**src/inc/psrp_pkg.sv**
```systemverilog
// Shared constants and types for the serial register port
package psrp_pkg;

  // ----------------------------------------------------------------
  // Slave addresses
  // ----------------------------------------------------------------
  localparam logic [6:0] PSRP_CTL_ADDR = 7'h2D;
  localparam logic [6:0] PSRP_SCL_ADDR = 7'h12;

  // ----------------------------------------------------------------
  // Core converter voltage scaling register indexes
  // ----------------------------------------------------------------
  localparam logic [7:0] PSRP_IDX_CORE1_OP = 8'h20;
  localparam logic [7:0] PSRP_IDX_CORE1_SR = 8'h21;
  localparam logic [7:0] PSRP_IDX_CORE2_OP = 8'h22;
  localparam logic [7:0] PSRP_IDX_CORE2_SR = 8'h23;

  // ----------------------------------------------------------------
  // Field layout, reset values, buffer shape
  // ----------------------------------------------------------------
  localparam int PSRP_BYTE_W = 8;
  localparam int PSRP_WR_W = 16;
  localparam int PSRP_FIFO_DEPTH = 4;
  localparam logic [3:0] PSRP_BITS_PER_BYTE = 4'h8;
  localparam logic [3:0] PSRP_LAST_BIT = 4'h7;
  localparam logic [2:0] PSRP_SYNC_RST = 3'h7;
  localparam logic [7:0] PSRP_DENIED_READ = 8'h00;

  // ----------------------------------------------------------------
  // Timing: bus rates and the local clock
  // ----------------------------------------------------------------
  localparam int PSRP_CLK_HZ = 50000000;
  localparam int PSRP_STD_BPS = 100000;
  localparam int PSRP_FAST_BPS = 400000;
  localparam int PSRP_HS_BPS = 3400000;
  // Local clocks per bit at the fastest rate, rounded down
  localparam int PSRP_HS_BIT_CYC = PSRP_CLK_HZ / PSRP_HS_BPS;

  // ----------------------------------------------------------------
  // Per-port byte engine states
  // ----------------------------------------------------------------
  typedef enum logic [2:0] {
    PSRP_IDLE,
    PSRP_ADDR,
    PSRP_ACK,
    PSRP_WRITE,
    PSRP_PUSH,
    PSRP_READ,
    PSRP_RACK
  } psrp_state_e;

endpackage : psrp_pkg

```
**src/hdl/psrp_fifo.sv**
```systemverilog
// Small register FIFO with valid and ready on both sides
`timescale 1ns/1ps
module psrp_fifo #(
  parameter int WIDTH = 16,
  parameter int DEPTH = 4
) (
  input wire logic clk_i,
  input wire logic rst_n_i,
  input wire logic in_valid_i,
  output logic in_ready_o,
  input wire logic [WIDTH-1:0] in_data_i,
  output logic out_valid_o,
  input wire logic out_ready_i,
  output logic [WIDTH-1:0] out_data_o
);
  localparam int AW = (DEPTH > 1) ? $clog2(DEPTH) : 1;

  logic [WIDTH-1:0] mem [DEPTH];
  logic [AW-1:0] wr_ptr;
  logic [AW-1:0] rd_ptr;
  logic [AW:0] count;
  logic do_push;
  logic do_pop;

  // ----------------------------------------------------------------
  // Handshakes
  // ----------------------------------------------------------------
  assign in_ready_o = (count != (AW+1)'(DEPTH));
  assign out_valid_o = (count != '0);
  assign do_push = in_valid_i & in_ready_o;
  assign do_pop = out_valid_o & out_ready_i;
  assign out_data_o = mem[rd_ptr];

  // Storage, no reset needed on the data words
  always_ff @(posedge clk_i) begin
    if (do_push) begin
      mem[wr_ptr] <= in_data_i;
    end
  end

  // Pointers wrap at DEPTH so any depth works
  always_ff @(posedge clk_i or negedge rst_n_i) begin
    if (!rst_n_i) begin
      wr_ptr <= '0;
      rd_ptr <= '0;
      count <= '0;
    end else begin
      if (do_push) begin
        wr_ptr <= (wr_ptr == AW'(DEPTH - 1)) ? '0 : wr_ptr + 1'b1;
      end
      if (do_pop) begin
        rd_ptr <= (rd_ptr == AW'(DEPTH - 1)) ? '0 : rd_ptr + 1'b1;
      end
      if (do_push && !do_pop) begin
        count <= count + 1'b1;
      end else if (do_pop && !do_push) begin
        count <= count - 1'b1;
      end
    end
  end

endmodule : psrp_fifo

```
**src/hdl/psrp_port.sv**
```systemverilog
// Two-wire slave register ports: general control and voltage scaling
//
// How it works
// - Pins filtered at 50 MHz serve standard, fast and high-speed bit rates.
// - Control port answers only fixed 7-bit address 2Dh.
// - Scaling port answers only fixed 7-bit address 12h.
// - Both ports are slaves only; they never start transfers or drive clock high.
// - Ten-bit headers and general call never match, so they are ignored.
// - Write: address byte, register index byte, then data stored at index.
// - Read: index written, repeated start with read, register returned as fourth byte.
// - Each written data byte goes to current index, index then advances one.
// - Reads keep returning consecutive registers while master acknowledges.
// - Scaling port lives only in alternate pin mode; else pins are plain enables.
// - Control port reaches every 8-bit device register other than the scaling registers.
// - Scaling port reaches only core converter operating and slew registers.
// - Control port reaches scaling registers only while select bit is one.
`timescale 1ns/1ps
module psrp_port
  import psrp_pkg::*;
(
  input wire logic clk_i,
  input wire logic rstn_i,
  input wire logic ctl_scl_i,
  output logic ctl_scl_o,
  output logic ctl_scl_oe_o,
  input wire logic ctl_sda_i,
  output logic ctl_sda_o,
  output logic ctl_sda_oe_o,
  input wire logic enable_pin_one_i,
  output logic enable_pin_one_o,
  output logic enable_pin_one_oe_o,
  input wire logic enable_pin_two_i,
  output logic enable_pin_two_o,
  output logic enable_pin_two_oe_o,
  input wire logic scaling_port_enable_i,
  input wire logic scaling_access_select_i,
  output logic enable_one_level_o,
  output logic enable_two_level_o,
  output logic wr_valid_o,
  input wire logic wr_ready_i,
  output logic [7:0] wr_index_o,
  output logic [7:0] wr_data_o,
  output logic [1:0][7:0] rd_index_o,
  input wire logic [1:0][7:0] rd_data_i
);

  // ----------------------------------------------------------------
  // Reset release
  // ----------------------------------------------------------------
  logic [1:0] rst_sync;
  logic rst_n;

  always_ff @(posedge clk_i or negedge rstn_i) begin
    if (!rstn_i) begin
      rst_sync <= 2'h0;
    end else begin
      rst_sync <= {rst_sync[0], 1'b1};
    end
  end
  assign rst_n = rst_sync[1];

  // ----------------------------------------------------------------
  // Pin gathering
  // ----------------------------------------------------------------
  logic [1:0] scl_pin;
  logic [1:0] sda_pin;
  logic [1:0] scl_line;
  logic [1:0] scl_hold;
  logic [1:0] sda_drive;
  logic [1:0] want;
  logic [1:0] gnt;
  logic [1:0][PSRP_WR_W-1:0] pdata;
  logic fifo_in_ready;

  assign scl_pin = {enable_pin_one_i, ctl_scl_i};
  assign sda_pin = {enable_pin_two_i, ctl_sda_i};

  // Open drain: only ever pull low, and the clock only for stretching
  assign ctl_scl_o = 1'b0;
  assign ctl_sda_o = 1'b0;
  assign enable_pin_one_o = 1'b0;
  assign enable_pin_two_o = 1'b0;
  assign ctl_scl_oe_o = scl_hold[0];
  assign ctl_sda_oe_o = sda_drive[0];
  assign enable_pin_one_oe_o = scl_hold[1];
  assign enable_pin_two_oe_o = sda_drive[1];

  // Fixed priority: control port first, the loser keeps stretching
  assign gnt[0] = want[0];
  assign gnt[1] = want[1] & ~want[0];

  // ----------------------------------------------------------------
  // Byte engines, one per port
  // ----------------------------------------------------------------
  genvar p;
  for (p = 0; p < 2; p++) begin : g_port
    logic [2:0] scl_s;
    logic [2:0] sda_s;
    logic scl_f;
    logic sda_f;
    logic scl_q;
    logic sda_q;
    logic scl_rise;
    logic scl_fall;
    logic start_c;
    logic stop_c;
    psrp_state_e st;
    logic [3:0] bitcnt;
    logic [7:0] sh;
    logic [7:0] idx;
    logic have_idx;
    logic rnw;
    logic live;
    logic is_scaling;
    logic allowed;
    logic [7:0] rd_val;
    logic [6:0] my_addr;

    // Three-stage sampling; a level counts once stages two and three agree
    always_ff @(posedge clk_i or negedge rst_n) begin
      if (!rst_n) begin
        scl_s <= PSRP_SYNC_RST;
        sda_s <= PSRP_SYNC_RST;
        scl_f <= 1'b1;
        sda_f <= 1'b1;
        scl_q <= 1'b1;
        sda_q <= 1'b1;
      end else begin
        scl_s <= {scl_s[1:0], scl_pin[p]};
        sda_s <= {sda_s[1:0], sda_pin[p]};
        if (scl_s[1] == scl_s[2]) begin
          scl_f <= scl_s[2];
        end
        if (sda_s[1] == sda_s[2]) begin
          sda_f <= sda_s[2];
        end
        scl_q <= scl_f;
        sda_q <= sda_f;
      end
    end

    // Bus conditions seen on the filtered lines
    assign scl_rise = scl_f & ~scl_q;
    assign scl_fall = ~scl_f & scl_q;
    assign start_c = scl_f & scl_q & sda_q & ~sda_f;
    assign stop_c = scl_f & scl_q & ~sda_q & sda_f;

    // Address, reach and read data selection
    assign my_addr = (p == 0) ? PSRP_CTL_ADDR : PSRP_SCL_ADDR;
    assign live = (p == 0) | scaling_port_enable_i;
    assign is_scaling = (idx == PSRP_IDX_CORE1_OP) | (idx == PSRP_IDX_CORE1_SR) |
                        (idx == PSRP_IDX_CORE2_OP) | (idx == PSRP_IDX_CORE2_SR);
    // Control port sees everything except scaling registers unless selected
    assign allowed = is_scaling ? ((p == 1) | scaling_access_select_i) : (p == 0);
    assign rd_val = allowed ? rd_data_i[p] : PSRP_DENIED_READ;
    assign rd_index_o[p] = idx;
    assign want[p] = (st == PSRP_PUSH);
    assign pdata[p] = {idx, sh};
    assign scl_line[p] = scl_f;

    // Protocol sequencing; start and stop override any state
    always_ff @(posedge clk_i or negedge rst_n) begin
      if (!rst_n) begin
        st <= PSRP_IDLE;
        bitcnt <= 4'h0;
        sh <= 8'h00;
        idx <= 8'h00;
        have_idx <= 1'b0;
        rnw <= 1'b0;
        sda_drive[p] <= 1'b0;
        scl_hold[p] <= 1'b0;
      end else if (!live) begin
        st <= PSRP_IDLE;
        sda_drive[p] <= 1'b0;
        scl_hold[p] <= 1'b0;
      end else if (start_c) begin
        // Repeated start keeps the index for the read that follows
        st <= PSRP_ADDR;
        bitcnt <= 4'h0;
        have_idx <= 1'b0;
        sda_drive[p] <= 1'b0;
        scl_hold[p] <= 1'b0;
      end else if (stop_c) begin
        st <= PSRP_IDLE;
        sda_drive[p] <= 1'b0;
        scl_hold[p] <= 1'b0;
      end else begin
        case (st)
          PSRP_ADDR, PSRP_WRITE: begin
            if (scl_rise) begin
              sh <= {sh[6:0], sda_f};
              bitcnt <= bitcnt + 4'h1;
            end else if (scl_fall && bitcnt == PSRP_BITS_PER_BYTE) begin
              if (st == PSRP_ADDR) begin
                // 10-bit headers and address 00h never equal our address
                if (sh[7:1] == my_addr) begin
                  rnw <= sh[0];
                  sda_drive[p] <= 1'b1;
                  st <= PSRP_ACK;
                end else begin
                  st <= PSRP_IDLE;
                end
              end else if (!have_idx) begin
                idx <= sh;
                have_idx <= 1'b1;
                sda_drive[p] <= 1'b1;
                st <= PSRP_ACK;
              end else if (allowed) begin
                // Hold the clock low until the buffer takes the byte
                scl_hold[p] <= 1'b1;
                st <= PSRP_PUSH;
              end else begin
                idx <= idx + 8'h01;
                sda_drive[p] <= 1'b1;
                st <= PSRP_ACK;
              end
            end
          end
          PSRP_PUSH: begin
            if (gnt[p] && fifo_in_ready) begin
              // Ack goes low first; the clock is let go one cycle later so data never moves with it high
              idx <= idx + 8'h01;
              sda_drive[p] <= 1'b1;
              st <= PSRP_ACK;
            end
          end
          PSRP_ACK: begin
            scl_hold[p] <= 1'b0;
            if (scl_fall) begin
              bitcnt <= 4'h0;
              if (rnw) begin
                sh <= rd_val;
                sda_drive[p] <= ~rd_val[7];
                st <= PSRP_READ;
              end else begin
                sda_drive[p] <= 1'b0;
                st <= PSRP_WRITE;
              end
            end
          end
          PSRP_READ: begin
            if (scl_fall) begin
              bitcnt <= bitcnt + 4'h1;
              if (bitcnt == PSRP_LAST_BIT) begin
                sda_drive[p] <= 1'b0;
                st <= PSRP_RACK;
              end else begin
                sh <= {sh[6:0], 1'b0};
                sda_drive[p] <= ~sh[6];
              end
            end
          end
          PSRP_RACK: begin
            if (scl_rise) begin
              if (sda_f) begin
                st <= PSRP_IDLE;
              end else begin
                idx <= idx + 8'h01;
                st <= PSRP_ACK;
              end
            end
          end
          default: begin
            st <= PSRP_IDLE;
            sda_drive[p] <= 1'b0;
            scl_hold[p] <= 1'b0;
          end
        endcase
      end
    end
  end

  // ----------------------------------------------------------------
  // Plain enable levels when the scaling port is off
  // ----------------------------------------------------------------
  always_ff @(posedge clk_i or negedge rst_n) begin
    if (!rst_n) begin
      enable_one_level_o <= 1'b0;
      enable_two_level_o <= 1'b0;
    end else begin
      enable_one_level_o <= ~scaling_port_enable_i & scl_line[1];
      enable_two_level_o <= ~scaling_port_enable_i & g_port[1].sda_f;
    end
  end

  // ----------------------------------------------------------------
  // Write buffer toward the register file
  // ----------------------------------------------------------------
  psrp_fifo #(
    .WIDTH(PSRP_WR_W),
    .DEPTH(PSRP_FIFO_DEPTH)
  ) u_fifo (
    .clk_i(clk_i),
    .rst_n_i(rst_n),
    .in_valid_i(|want),
    .in_ready_o(fifo_in_ready),
    .in_data_i(gnt[0] ? pdata[0] : pdata[1]),
    .out_valid_o(wr_valid_o),
    .out_ready_i(wr_ready_i),
    .out_data_o({wr_index_o, wr_data_o})
  );

endmodule : psrp_port

```
**config.mk**
```make
export PLATFORM = sky130hd
export DESIGN_NAME = psrp_port
export DESIGN_NICKNAME = d
export VERILOG_FILES = /design/src/inc/psrp_pkg.sv /design/src/hdl/psrp_fifo.sv /design/src/hdl/psrp_port.sv
export SDC_FILE = /design/constraint.sdc
export NUM_CORES = 1
export LEC_CHECK = 0
export ABC_AREA = 0
export BUFFER_PORTS_ARGS = -buffer_cell sky130_fd_sc_hd__buf_4
export CORE_UTILIZATION = 57
export DETAILED_ROUTE_END_ITERATION = 8
export GPL_ROUTABILITY_DRIVEN = 0
export PLACE_DENSITY = 0.77
export SLEW_MARGIN = 20
export SYNTH_ARGS = -nofsm -noshare
export SYNTH_HDL_FRONTEND = slang
export SYNTH_HIERARCHICAL = 1
export SYNTH_SLANG_ARGS = --single-unit
```
**constraint.sdc**
```tcl
create_clock -name clk_i -period 4 [get_ports clk_i]
set_clock_uncertainty 0.1 [all_clocks]
set_input_delay 1 -clock clk_i [delete_from_list [all_inputs] [get_ports clk_i]]
set_output_delay 1 -clock clk_i [all_outputs]
set_load 0.1 [all_outputs]
```
* Yosys cells after proc, flatten, opt, wreduce, memory -nomap -nowiden *
Memory sizes are Yosys's and may differ from the RTL's.
Index checks and enable logic that the tools add are counted.

word-level totals
  flip-flop bits (word level) = 85
  bits in writable memories = 64
  bits of input ports = 25
  output and inout bits = 43
  logic and storage cells = 370
  memories = 1

memory list
  memory      words  bits a word  read ports  clocked after memory_dff  write ports  line             RTL
  u_fifo.mem  4      16           1           0                         1            psrp_fifo.sv:18  logic [WIDTH-1:0] mem [DEPTH];

operators by class
  add/sub/neg operators = 8
  equal/unequal tests = 97
  multiplexer cells = 144
  bitwise operators = 45
  reductions and logical operators = 41

operators by type and width
  operator                                                         count
  8-bit two-way mux                                                28
  8-bit one-hot mux with 3 select lines                            4
  3-bit two-way mux                                                29
  8-bit by 6-bit == test with 1-bit output, second input constant  8
  1-bit two-way mux                                                58
  5-bit inequality test, second input constant                     10
  2-bit inequality test, second input constant                     24
  4-bit two-way mux                                                10
  4-bit inequality test, second input constant                     10
  8-bit AND reduction                                              4
  3-bit inequality test, second input constant                     10
  3-bit one-hot mux with 5 select lines                            2
  4-bit one-hot mux with 3 select lines                            2
  6-bit AND reduction                                              4
  7-bit AND reduction                                              3
  1-bit inverter                                                   20
  1-bit bitwise AND                                                19
  3-bit == test, second input constant                             6
  8-bit by 1-bit adder with 8-bit output, second input constant    2
  16-bit two-way mux                                               1
  3-bit nonzero test                                               5
  3-bit by 2-bit == test with 1-bit output, second input constant  4
  2-bit two-way mux                                                6
  6-bit inequality test, second input constant                     2
  other kinds (30)                                                 64

* Longest topological paths before layout *
  depth in word-level cells = 14
  mapped depth = 11
  depth with buffers taken out = 9

* By module *
Netlist, hierarchy kept.

by module, submodules not included
  module     instances  cells each  area an instance (um^2)  sequential area each (um^2)
  psrp_port  1          534         4840.9                   1976.9
  psrp_fifo  1          121         2795.2                   2097.0

* Worst setup path before layout *
No wires, ideal clock.

  path kind = reg2reg
  from = register g_port[0].st[0]
  to = register u_fifo.count[2]
  library setup time = 0.079 ns
  arrival time = 2.947 ns
  data required time = 3.821 ns
  slack = 0.874 ns
  stages on the path, launching flop included = 12
  path buffers = 2
  path through = dfrtp_1 nor3b_1 clkbuf_1 clkbuf_1 or2_2 a21boi_2 ha_1 inv_1 fa_1 xor2_1 nor2_1 xor2_1

on the way
  word-level cells in the longest chain between the ends = 6

ends and longest elaborated chain
  item                          line              RTL
  start: declaration            psrp_port.sv:107  psrp_state_e st;
  start signal: assignment      psrp_port.sv:164  st <= PSRP_IDLE;
  start signal: assignment      psrp_port.sv:173  st <= PSRP_IDLE;
  start signal: assignment      psrp_port.sv:178  st <= PSRP_ADDR;
  3-bit == test (*)             psrp_port.sv:157  assign want[p] = (st == PSRP_PUSH);
  2-bit OR reduction (*)        psrp_port.sv:295  .in_valid_i(|want),
  1-bit bitwise AND (*)         psrp_fifo.sv:30   assign do_push = in_valid_i & in_ready_o;
  named net u_fifo.do_push      psrp_fifo.sv:22   logic do_push;
  1-bit zero test               psrp_fifo.sv:56   end else if (do_pop && !do_push) begin
  1-bit logical AND             psrp_fifo.sv:56
  2-bit nonzero test (no line)  --
  end signal: assignment        psrp_fifo.sv:55   count <= count + 1'b1;
  end signal: assignment        psrp_fifo.sv:57   count <= count - 1'b1;
  end: declaration              psrp_fifo.sv:21   logic [AW:0] count;

The timed path passes the listed nets; every way through them passes the cells marked *.
A chain may end at the register's enable or synchronous reset.

* Worst setup path after layout *
  from = register u_fifo.rd_ptr[0]
  to = output port wr_index_o[7]

on the way
  word-level cells in the longest chain between the ends = 1

ends and longest elaborated chain
  item                      line             RTL
  start: declaration        psrp_fifo.sv:20  logic [AW-1:0] rd_ptr;
  start signal: assignment  psrp_fifo.sv:52  rd_ptr <= (rd_ptr == AW'(DEPTH - 1)) ? '0 : rd_ptr + 1'b1;
  memory 4 x 16 bit         --
  end: declaration          psrp_port.sv:41  output logic [7:0] wr_index_o,

Every way passes these cells.

==> metrics.txt <==
final core area utilization=68.3%; Clk Latency, worst-skew pair=0.42 ns; post-synth cell types=76; biggest area consumer among synthesized cells=edfxtp_1; width of the die=118 um; detailed placement HPWL=11600 um; Max Freq=323 MHz; TritonCTS clock tree=done; layout cells sized above 1=24.2%; largest family of logic cells by synthesized area=simple AND/OR/NAND/NOR gates; Post-DP Area=8190 sq um; dpl cells=863; ANT nets after route=0; first-pass GRT wire length=27700 um; Hold Buf Count CTS=0; Post-Layout Cell Count=896; Lkg Pwr=3.44 nW; via count=5600; Peak supply drop=0.421 mV; Area Growth Syn to Fin=14.7%; RSZ-0062 raised after global routing=no; DRT iter0 DRCs=613; share of the synthesized area in the top cell type=25.2%; syn_area_per_cell=11.7 sq um; fillers=971; Setup Fix Bufs, Post-CTS=0; met2 wire len=8640 um; WP data required=2.90 ns; worst min path class=flip-flop to async pin; Worst-path clk slew=0.06 ns; DRT met1 WL=7260 um; CTS max path bufs=2; most frequent CP cell=buf_4; CTS Buf Count=17; Ys Warns=6; Seq/Total Area, Yosys=53.4%; Resize count post-CTS=0; Die Span Y=118 um; CP Cell Sequence=buf_4, mux4_1, buf_4; Synth Area in Adders=3.74%; I/O Buffers=63; CP arrival=2.00 ns; Clock power frac=23.5%; Synth Area in Compound Gates=13.4%; H-tree depth=4; EDFF count, synth=64; GRT overflow=0; Final Hold Viols=0; WP buf/inv=2; outcome=finished clean; TritonCTS sink count=149; Max-slew headroom=24.9%; setup_tns=0 ns; vias per cell=6.25; Crit Path Class=flip-flop to output port; total track usage=25.6%; post-synthesis mux area share=10.3%; largest net degree at the start of global routing=84; Post-synth ARST share=57.0%; WHS=0.206 ns; Cells after Synth=655; vias in the first global route=5391; switching pwr=2.76 mW; WL/cell=19.2 um; drt drc=0; most common cell in the netlist=dfrtp_1; ant diodes=0; met3 WL=987 um; Ports=68; die area=13900 sq um; Setup-failing EPs final=0; first drt pass iteration count=5; Post-synth top cells=dfrtp_1, edfxtp_1, nand2_1, nor2_1, o21ai_0; max incr delay on CP=0.66 ns; starting utilization of the core area=59.5%; CP endpoint kind=output port; Slew Limit Fails=0; top cell family by delay on the critical path=multiplexers; top_reg_cell synth=dfrtp_1; period utilisation layout=77.5%; Synth Register Bits=149; min cycle time layout=3.10 ns; final instance area=8760 sq um; site row count=41; Synth Area in XOR/XNOR=0.573%; power per standard cell area=710 nW/um^2; largest cells by area after synthesis=edfxtp_1, dfrtp_1, dfstp_2; drt total wl=17200 um; Core Area=12800 sq um; Internal=3.45 mW; initial antenna violation count=0; final net count=755; slowest cell on the critical path=mux4_1; Top Metal Used=met4; crit-path max FO=18; Gate power share=40.9%; # Max-Cap Violations=0; Synth Cell Area=7640 sq um; root buffer cell=clkbuf_16; Worst-Margin Slew=1.12 ns; sequential power share=35.6%; crit path launch type=flip-flop; sw frac=44.4%; Post-Synth Simple-Gate Area=14.9%
worst paths after layout:
| check | from | to | slack, ns | cells past startpoint |
|---|---|---|---|---|
| min | rst_sync[1] | g_port[1].rnw | 0.21 | 0 |
| min in group clk_i | rst_sync[0] | rst_sync[1] | 0.25 | 0 |
| max | u_fifo/rd_ptr[0] | wr_index_o[7] | 0.90 | 3 |
| max in group asynchronous | rst_sync[1] | g_port[0].sda_s[0] | 2.94 | 1 |
| max reg2reg | g_port[0].st[2] | g_port[1].idx[3] | 1.03 | 6 |
| min reg2reg | rst_sync[1] | g_port[1].rnw | 0.21 | 0 |
flip-flops by register name, summed over array words and instances (netlist names), 3 cells and up:
signal	flops
g_port.bitcnt	8
g_port.idx	16
g_port.scl_s	6
g_port.sda_s	6
g_port.sh	16
g_port.st	6
u_fifo/count	3
u_fifo/mem	64
cell type report:
cell class / instances / area (sq um) / area share (%)
inverters: 22 / 82.6 / 0.943
flip-flops and latches: 149 / 4080 / 46.5
multi-input cells: 452 / 3300 / 37.7
clock inverters: 15 / 120 / 1.37
repair buffers: 69 / 538 / 6.14
well taps: 172 / 215 / 2.46
clock buffers: 17 / 425 / 4.86
cell families (layout without fill, tap and decap cells):
family                   Yosys count  count (layout)
AND/OR/NAND/NOR                  214             214
AO/OA/AOI/OAI                    153             153
flip-flops                       149             149
buffers and inverters             57             123
multiplexers                      52              52
adder cells (fa/ha/maj)           23              23
XOR/XNOR                           5               5
other                              2               5
metal layers:
metal	GRT usage, %	vias to the layer above
li1	-	2577
met2	41.4	224
met3	5.14	26
met5	0	-
met1	34.1	2773
met4	9.94	0
power by group through the flow:
stage | clock [mW] | sequential, mW | combinational, mW
floorplan | 0 | 2.37 | 1.85
global placement | 0 | 2.22 | 2.47
detailed placement | 0 | 2.24 | 2.53
CTS | 1.48 | 2.21 | 2.54
global route | 1.54 | 2.25 | 2.71
finish | 1.46 | 2.21 | 2.54
stage by stage:
step / setup slack (ns) / power, mW
floorplan: 0.874 / 4.23
CTS: 0.854 / 6.24
global placement: 1.10 / 4.70
finish: 0.900 / 6.22
detailed placement: 0.915 / 4.77
global route: 0.773 / 6.49
layout by cell type (no fill, tap or decap), types with 9 or more instances in the layout:
| master | count |
|---|---|
| a21oi_1 | 25 |
| ha_1 | 18 |
| inv_1 | 22 |
| a31oi_1 | 15 |
| dfrtp_1 | 64 |
| dfstp_2 | 20 |
| mux2_2 | 31 |
| nor3_1 | 13 |
| nor2_1 | 42 |
| nand2_1 | 54 |
| nand2b_1 | 11 |
| buf_4 | 68 |
| nand3b_1 | 9 |
| edfxtp_1 | 64 |
| nor2b_1 | 12 |
| o21ai_0 | 41 |
| nand3_1 | 25 |
| clkbuf_16 | 17 |
Note: power is estimated with default switching activity, not from simulation.
